===== config.mk =====
export PLATFORM = sky130hd
export DESIGN_NAME = jaef_top
export DESIGN_NICKNAME = d
export VERILOG_FILES = /design/src/inc/jaef_pkg.sv /design/src/rtl/jaef_sync.sv /design/src/rtl/jaef_osc.sv /design/src/rtl/jaef_top.sv
export SDC_FILE = /design/constraint.sdc
export NUM_CORES = 1
export LEC_CHECK = 0
export BUFFER_PORTS_ARGS = -buffer_cell sky130_fd_sc_hd__buf_2
export CAP_MARGIN = 20
export CORE_ASPECT_RATIO = 0.8
export CORE_MARGIN = 2
export CORE_UTILIZATION = 58
export CTS_CLUSTER_DIAMETER = 150
export DETAILED_ROUTE_END_ITERATION = 10
export PLACE_DENSITY = 0.95
export SYNTH_ARGS = -nofsm -noshare
export SYNTH_HDL_FRONTEND = slang
export SYNTH_SLANG_ARGS = --single-unit

===== constraint.sdc =====
create_clock -name pclk -period 4.26 [get_ports pclk]
set_input_delay 0.213 -clock pclk [delete_from_list [all_inputs] [get_ports pclk]]
set_output_delay 0.213 -clock pclk [all_outputs]
set_load 0.02 [all_outputs]

===== src/inc/jaef_pkg.sv =====
// package: constants and types of the elastic jitter buffer
package jaef_pkg;
   localparam int FIFO_DEPTH = 16;
   localparam int PTR_W = 4;
   localparam int ADDR_W = 8;
   localparam logic [7:0] ADDR_CTRL = 8'h00;
   localparam logic [7:0] ADDR_STATUS = 8'h04;
   localparam logic [7:0] ADDR_INT_STAT = 8'h08;
   localparam logic [7:0] ADDR_INT_MASK = 8'h0C;
   localparam logic [7:0] ADDR_PULL = 8'h10;
   localparam int CTRL_ALT_BIT = 0;
   localparam int CTRL_PRST_BIT = 1;
   localparam int CTRL_SCLR_BIT = 2;
   localparam int STAT_SLIP_BIT = 8;
   localparam int STAT_ALT_BIT = 9;
   localparam logic CTRL_ALT_RESET = 1'h0;
   localparam logic [1:0] MASK_RESET = 2'h0;
   localparam logic [15:0] NCO_NOMINAL = 16'h8000;
   localparam int PULL_SHIFT = 4;
   localparam logic [1:0] OSC_DIV_LAST = 2'h3;
   typedef struct packed {
      logic slip_rst_n;
      logic ptr_rst_n;
      logic alt_clk;
      logic line_data;
      logic line_clk;
   } jaef_pins_t;
   typedef struct packed {
      logic unf;
      logic ovf;
   } jaef_flags_t;
endpackage


===== src/rtl/jaef_sync.sv =====
// two-flop synchroniser with edge detection
`timescale 1ns/100ps
module jaef_sync #(
   parameter int W = 5
) (
   input wire logic pclk,
   input wire logic presetn,
   input wire logic [W-1:0] async_in,
   output logic [W-1:0] level,
   output logic [W-1:0] rise,
   output logic [W-1:0] fall
);
   logic [W-1:0] s1_reg, s2_reg, s3_reg;
   logic [W-1:0] s1_next, s2_next, s3_next;

   always_comb begin
      s1_next = async_in;
      s2_next = s1_reg;
      s3_next = s2_reg;
   end

   always_ff @(posedge pclk or negedge presetn) begin
      if (!presetn) begin
         s1_reg <= '0;
         s2_reg <= '0;
         s3_reg <= '0;
      end else begin
         s1_reg <= s1_next;
         s2_reg <= s2_next;
         s3_reg <= s3_next;
      end
   end

   assign level = s2_reg;
   assign rise = s2_reg & ~s3_reg;
   assign fall = ~s2_reg & s3_reg;
endmodule


===== src/rtl/jaef_osc.sv =====
// pullable numeric oscillator with divide-by-four read clock
`timescale 1ns/100ps
module jaef_osc (
   input wire logic pclk,
   input wire logic presetn,
   input wire logic signed [15:0] pull,
   output logic read_clk,
   output logic read_fall
);
   logic [15:0] acc_reg, acc_next;
   logic [1:0] div_reg, div_next;
   logic [16:0] sum;
   logic tick;

   // faster oscillator when pull is positive
   assign sum = {1'b0, acc_reg} + {1'b0, jaef_pkg::NCO_NOMINAL} + 17'(pull);
   assign tick = sum[16];

   always_comb begin
      acc_next = sum[15:0];
      div_next = div_reg;
      if (tick) begin
         div_next = div_reg + 2'h1;
      end
   end

   always_ff @(posedge pclk or negedge presetn) begin
      if (!presetn) begin
         acc_reg <= '0;
         div_reg <= '0;
      end else begin
         acc_reg <= acc_next;
         div_reg <= div_next;
      end
   end

   assign read_clk = div_reg[1];
   assign read_fall = tick && (div_reg == jaef_pkg::OSC_DIV_LAST);
endmodule


===== src/rtl/jaef_top.sv =====
// elastic jitter buffer with apb registers
//
// The APB register port and the address map were decided locally.
`timescale 1ns/100ps
module jaef_top #(
   parameter int DEPTH = jaef_pkg::FIFO_DEPTH,
   parameter int PW = jaef_pkg::PTR_W
) (
   input wire logic pclk,
   input wire logic presetn,
   input wire logic [jaef_pkg::ADDR_W-1:0] paddr,
   input wire logic psel,
   input wire logic penable,
   input wire logic pwrite,
   input wire logic [31:0] pwdata,
   output logic [31:0] prdata,
   output logic pready,
   output logic pslverr,
   input wire logic line_input_clock,
   input wire logic line_data,
   input wire logic alt_read_clock,
   input wire logic pointer_reset_n,
   input wire logic slip_reset_n,
   output logic dejittered_clock,
   output logic line_data_out,
   output logic slip_error_flag,
   output logic [15:0] osc_pull,
   output logic irq
);
   localparam logic [PW:0] FULL_LVL = (PW+1)'(DEPTH);
   localparam logic [PW:0] HALF_LVL = (PW+1)'(DEPTH / 2);

   // pin synchronisers

   jaef_pkg::jaef_pins_t pins_in;
   jaef_pkg::jaef_pins_t pins_lvl;
   jaef_pkg::jaef_pins_t pins_fall;

   assign pins_in.slip_rst_n = slip_reset_n;
   assign pins_in.ptr_rst_n = pointer_reset_n;
   assign pins_in.alt_clk = alt_read_clock;
   assign pins_in.line_data = line_data;
   assign pins_in.line_clk = line_input_clock;

   jaef_sync #(
      .W($bits(jaef_pkg::jaef_pins_t))
   ) u_sync (
      .pclk(pclk),
      .presetn(presetn),
      .async_in(pins_in),
      .level(pins_lvl),
      .rise(),
      .fall(pins_fall)
   );

   // oscillator

   logic signed [15:0] pull_reg, pull_next;
   logic osc_clk;
   logic osc_fall;

   jaef_osc u_osc (
      .pclk(pclk),
      .presetn(presetn),
      .pull(pull_reg),
      .read_clk(osc_clk),
      .read_fall(osc_fall)
   );

   // register state

   logic ctrl_alt_reg, ctrl_alt_next;
   logic soft_prst_reg, soft_prst_next;
   logic soft_sclr_reg, soft_sclr_next;
   jaef_pkg::jaef_flags_t int_reg, int_next;
   jaef_pkg::jaef_flags_t mask_reg, mask_next;
   logic [31:0] prdata_reg, prdata_next;
   logic pready_reg, pready_next;
   logic pslverr_reg, pslverr_next;
   logic irq_reg, irq_next;

   // fifo state

   logic [PW:0] wr_ptr_reg, wr_ptr_next;
   logic [PW:0] rd_ptr_reg, rd_ptr_next;
   logic dout_reg, dout_next;
   logic slip_reg, slip_next;
   logic dclk_reg, dclk_next;
   logic mem_reg [DEPTH];
   logic mem_we;

   logic [PW:0] level;
   logic signed [PW+1:0] sep_err;
   logic full, empty;
   logic wr_evt, rd_evt;
   logic rd_clk_lvl;
   logic ptr_rst, slip_clr;
   jaef_pkg::jaef_flags_t evt;

   // read source select

   // the select only moves while both candidate clocks are low, so the
   // output clock never shows a runt pulse when software changes source
   logic alt_act_reg, alt_act_next;
   // osc fall event delayed one cycle, so it meets the low osc level
   // just as a synchronised alt clock fall does
   logic osc_fall_reg, osc_fall_next;

   always_comb begin
      alt_act_next = alt_act_reg;
      osc_fall_next = osc_fall;
      if ((ctrl_alt_reg != alt_act_reg) && !osc_clk && !pins_lvl.alt_clk) begin
         alt_act_next = ctrl_alt_reg;
      end
   end

   always_ff @(posedge pclk or negedge presetn) begin
      if (!presetn) begin
         alt_act_reg <= jaef_pkg::CTRL_ALT_RESET;
         osc_fall_reg <= 1'b0;
      end else begin
         alt_act_reg <= alt_act_next;
         osc_fall_reg <= osc_fall_next;
      end
   end

   // read clock source, data moves on the edge where the clock falls
   assign rd_clk_lvl = alt_act_reg ? pins_lvl.alt_clk : osc_clk;
   assign rd_evt = alt_act_reg ? pins_fall.alt_clk : osc_fall_reg;
   assign wr_evt = pins_fall.line_clk;

   assign ptr_rst = !pins_lvl.ptr_rst_n || soft_prst_reg;
   assign slip_clr = !pins_lvl.slip_rst_n || soft_sclr_reg;

   assign level = wr_ptr_reg - rd_ptr_reg;
   assign full = (level == FULL_LVL);
   assign empty = (level == '0);
   assign sep_err = $signed({1'b0, level}) - $signed({1'b0, HALF_LVL});

   always_comb begin
      wr_ptr_next = wr_ptr_reg;
      rd_ptr_next = rd_ptr_reg;
      dout_next = dout_reg;
      slip_next = slip_reg;
      dclk_next = rd_clk_lvl;
      evt = '0;
      mem_we = 1'b0;
      if (ptr_rst) begin
         // restart half full, buffered bits are lost
         wr_ptr_next = HALF_LVL;
         rd_ptr_next = '0;
      end else begin
         if (wr_evt) begin
            if (full && !rd_evt) begin
               evt.ovf = 1'b1;
            end else begin
               mem_we = 1'b1;
               wr_ptr_next = wr_ptr_reg + 1'b1;
            end
         end
         if (rd_evt) begin
            if (empty) begin
               evt.unf = 1'b1;
            end else begin
               // changes on read clock fall, steady at its rise
               dout_next = mem_reg[rd_ptr_reg[PW-1:0]];
               rd_ptr_next = rd_ptr_reg + 1'b1;
            end
         end
      end
      // set wins over clear
      if (evt.ovf || evt.unf) begin
         slip_next = 1'b1;
      end else if (slip_clr) begin
         slip_next = 1'b0;
      end
      // more data than centre speeds the read side
      pull_next = 16'(sep_err) <<< jaef_pkg::PULL_SHIFT;
   end

   always_ff @(posedge pclk or negedge presetn) begin
      if (!presetn) begin
         wr_ptr_reg <= HALF_LVL;
         rd_ptr_reg <= '0;
         dout_reg <= 1'b0;
         slip_reg <= 1'b0;
         dclk_reg <= 1'b0;
         pull_reg <= '0;
      end else begin
         wr_ptr_reg <= wr_ptr_next;
         rd_ptr_reg <= rd_ptr_next;
         dout_reg <= dout_next;
         slip_reg <= slip_next;
         dclk_reg <= dclk_next;
         pull_reg <= pull_next;
      end
   end

   // storage, no reset needed
   always_ff @(posedge pclk) begin
      if (mem_we) begin
         mem_reg[wr_ptr_reg[PW-1:0]] <= pins_lvl.line_data;
      end
   end

   // apb slave, one wait state

   logic acc_phase;
   logic wr_fire;
   logic mapped;
   logic [31:0] rd_word;

   assign acc_phase = psel && penable && !pready_reg;
   assign wr_fire = psel && penable && pready_reg && pwrite;

   always_comb begin
      mapped = 1'b1;
      rd_word = '0;
      unique case (paddr)
         jaef_pkg::ADDR_CTRL: begin
            rd_word[jaef_pkg::CTRL_ALT_BIT] = ctrl_alt_reg;
         end
         jaef_pkg::ADDR_STATUS: begin
            rd_word[PW:0] = level;
            rd_word[jaef_pkg::STAT_SLIP_BIT] = slip_reg;
            rd_word[jaef_pkg::STAT_ALT_BIT] = ctrl_alt_reg;
         end
         jaef_pkg::ADDR_INT_STAT: begin
            rd_word[1:0] = int_reg;
         end
         jaef_pkg::ADDR_INT_MASK: begin
            rd_word[1:0] = mask_reg;
         end
         jaef_pkg::ADDR_PULL: begin
            rd_word = 32'(pull_reg);
         end
         default: begin
            mapped = 1'b0;
         end
      endcase
   end

   always_comb begin
      ctrl_alt_next = ctrl_alt_reg;
      mask_next = mask_reg;
      soft_prst_next = 1'b0;
      soft_sclr_next = 1'b0;
      int_next = int_reg | evt;
      pready_next = acc_phase;
      pslverr_next = acc_phase && !mapped;
      prdata_next = '0;
      if (acc_phase && !pwrite) begin
         prdata_next = rd_word;
      end
      if (wr_fire) begin
         unique case (paddr)
            jaef_pkg::ADDR_CTRL: begin
               ctrl_alt_next = pwdata[jaef_pkg::CTRL_ALT_BIT];
               soft_prst_next = pwdata[jaef_pkg::CTRL_PRST_BIT];
               soft_sclr_next = pwdata[jaef_pkg::CTRL_SCLR_BIT];
            end
            jaef_pkg::ADDR_INT_STAT: begin
               // write one to clear, new events still land
               int_next = (int_reg & ~pwdata[1:0]) | evt;
            end
            jaef_pkg::ADDR_INT_MASK: begin
               mask_next = pwdata[1:0];
            end
            default: begin
               ctrl_alt_next = ctrl_alt_reg;
            end
         endcase
      end
      irq_next = |(int_next & mask_next);
   end

   always_ff @(posedge pclk or negedge presetn) begin
      if (!presetn) begin
         ctrl_alt_reg <= jaef_pkg::CTRL_ALT_RESET;
         mask_reg <= jaef_pkg::MASK_RESET;
         int_reg <= '0;
         soft_prst_reg <= 1'b0;
         soft_sclr_reg <= 1'b0;
         prdata_reg <= '0;
         pready_reg <= 1'b0;
         pslverr_reg <= 1'b0;
         irq_reg <= 1'b0;
      end else begin
         ctrl_alt_reg <= ctrl_alt_next;
         mask_reg <= mask_next;
         int_reg <= int_next;
         soft_prst_reg <= soft_prst_next;
         soft_sclr_reg <= soft_sclr_next;
         prdata_reg <= prdata_next;
         pready_reg <= pready_next;
         pslverr_reg <= pslverr_next;
         irq_reg <= irq_next;
      end
   end

   // outputs

   assign prdata = prdata_reg;
   assign pready = pready_reg;
   assign pslverr = pslverr_reg;
   assign dejittered_clock = dclk_reg;
   assign line_data_out = dout_reg;
   assign slip_error_flag = slip_reg;
   assign osc_pull = pull_reg;
   assign irq = irq_reg;
endmodule


==> results.yml <==
outcome:
  outcome: "completed"
clocking:
  post-cts-setup-buffer-count: 0
  cts_buffers: 9
  root_buffer: "clkbuf_8"
  cts_tree: "done"
  insertion_delay_ns: 0.35
  hold_buffers: 6
  clock_path_buffers: 2
  cts.reportedPaths.clkPinSlew_ns: 0.09
  h-tree-depth: 3
  cts_sinks: 84
  ctsResizeCount: 0
min_path:
  worstHoldStart: "pwdata[2]"
  hold_class: "in2reg"
  worstHoldEndpoint: "soft_sclr_reg"
  whs_path_depth: 2
setup_path:
  cp_num_buf_inv: 0
  path_cells: "ha_1 -> ha_1 -> fa_1 -> a21oi_1 -> o21ai_0 -> a2111oi_0 -> o31ai_1 -> a21oi_1 -> xnor2_1"
  worst_r2r_path_depth: 9
  worstSetupPathType: "reg2reg"
  worst_setup_path_start_kind: "flip-flop"
  cp_data_arrival_time_ns: 3.25
  r2r-start: "osc_pull[5]"
  crit_family: "compound AO/OA/AOI/OAI gates"
  required_ns: 4.52
  critPathCaptureType: "flip-flop"
  max_stage_delay_ns: 0.56
  slowest_stage: "a2111oi_0"
  r2r_setup_slack_ns: 1.28
  r2r-end: "u_osc.acc_reg[15]"
  cp_max_fo: 3
die:
  io_pins: 104
  start_util: 0.610
  core_area_um2: 6990
  std_cell_rows: 27
  die_y_um: 80.7
  dieWidth_um: 99.9
  die-area_um2: 8060
yosys:
  ys_top_cells_by_area: "dfrtp_1, edfxtp_1, ha_1"
  synth_commonest_cells: "dfrtp_1, ha_1, buf_4"
  post-synth-top-area-cell: "dfrtp_1"
  post-synth-top-count-cell: "dfrtp_1"
  yosysTopAreaCellShare: 0.393
  synth_edf_count: 16
  syn_area_um2: 4270
  async_flop_share: 0.810
  ys_seq_elements: 84
  synth_cell_type_count: 51
  ys.flop_type: "dfrtp_1"
  syn_inst: 359
  ys_seq_area_frac: 0.512
  syn_area_per_cell_um2: 11.9
  yosys_warnings: 0
placed_design:
  place_area_um2: 4490
  globalplace.congestion: 0.880
  portBuffers: 70
  dp_hpwl_mm: 6.06
cells_and_area:
  drive_gt1_frac: 0.265
  nets: 500
  largest_reg_flops: 16
  n_fill_cell: 477
  stdcell_area_um2: 4780
  antenna_cells: 0
  seqCellArea_um2: 2180
  areaGrowthSynthToFinish_pct: 11.9
  multi_input_area_um2: 1770
detailed_routing:
  dr.first_iter.drc_count: 204
  vias_per_cell: 5.68
  drc_errors: 0
  wire_per_inst_um: 16.7
  routed_wl_mm: 8.43
  antenna_left: 0
  vias: 2875
  dr.pass1.iters: 5
timing:
  setup-tns-final_ns: 0
  timing.fmax_mhz: 335
  finalClockSkew_ns: 0.0121
  slew_viol_final: 0
  period_needed_ns: 2.98
  relSlewSlack: 0.592
  setup_viol: 0
  rsz0062_at_grt: "no"
  finalHoldViolations: 0
  tightest_slew_ns: 0.596
  fin_crit_sh: 0.700
global_route:
  grt_overflow: 0
  grt_pass1_vias: 2932
  grt_pass1_wl_mm: 13.9
  grtUsageTotal: 0.226
  antenna_found_initial: 0
  grt_max_degree: 42
pwr:
  vdd_drop_max_mv: 0.302
  powerDensity_nw_per_um2: 537
  leakagePower_nw: 2.41
job:
  cap_violations: 0
[how the worst max path moves through the flow]
stage                              from  slack, ns                end  depth (start not counted)
after global routing        osc_pull[5]       1.03  u_osc.acc_reg[15]                          9
after CTS                   osc_pull[9]       1.27   u_osc.div_reg[1]                          8
after floorplan             osc_pull[9]       1.52   u_osc.div_reg[1]                          8
after global placement    rd_ptr_reg[0]       1.45         mem_reg[3]                          8
after detailed placement  rd_ptr_reg[0]       1.33         mem_reg[3]                          9
final                       osc_pull[5]       1.28  u_osc.acc_reg[15]                          9
[layer usage]
layer	GRT usage	routed length, um	vias up
li1	-	-	1332
met1	0.282	3400	1388
met2	0.396	4270	135
met3	0.0566	586	20
met4	0.0630	167	0
met5	0	0	-
[layout by cell type, fill, tap and decap left out, types with 3 or more instances in the layout]
cell           netlist  routed
buf_2                2      70
dfrtp_1             67      67
ha_1                34      34
nor2_1              22      22
inv_1               19      19
a21oi_1             18      18
edfxtp_1            16      16
and3_1              15      15
xnor2_1             14      14
nand2_1             13      13
and2_1              12      12
clkbuf_8             0      10
mux2_2               7       7
o21ai_0              6       6
xor2_1               6       6
nand3_1              6       6
mux4_2               6       6
dlygate4sd3_1        0       6
a21o_1               5       5
nand3b_1             5       5
a211oi_1             4       4
conb_1               1       4
o21a_1               3       3
or2_2                3       3
a22o_1               3       3
nor2b_1              3       3
nor3_1               3       3
and3_2               3       3
[where the power goes]
group,internal [mW],switching [mW]
logic,0.399,0.518
clock network,0.325,0.286
registers,0.948,0.0858
[area by class of cell]
type / count / share of cell area
clock inverter: 4 / 0.0115
clock buffer: 12 / 0.0348
tap: 87 / 0.0228
inverter: 19 / 0.0149
sequential: 84 / 0.457
timing repair buffer: 78 / 0.0891
multi-input combinational: 222 / 0.370
[stage by stage]
step	std cells	power (mW)	hold WS (ns)	setup WS (ns)	util
global route	506	2.74	0.116	1.03	0.683
finish	506	2.56	0.127	1.28	0.683
CTS	506	2.58	0.102	1.27	0.683
global placement	484	1.88	0.246	1.45	0.643
floorplan	362	1.73	-0.0826	1.52	-
detailed placement	484	1.95	0.254	1.33	0.643
[kinds of logic after synthesis]
kind of cell,count (synthesis),synth area share
xor gates and xnor gates,20,0.0411
DFF,84,0.512
adders and majority gates,36,0.109
buffers and inverters,56,0.0771
AOI/OAI and AO/OA,52,0.0801
other,1,0.000879
and+or+nand+nor,96,0.128
muxes,14,0.0525
Note: power is estimated with default switching activity, not from simulation.
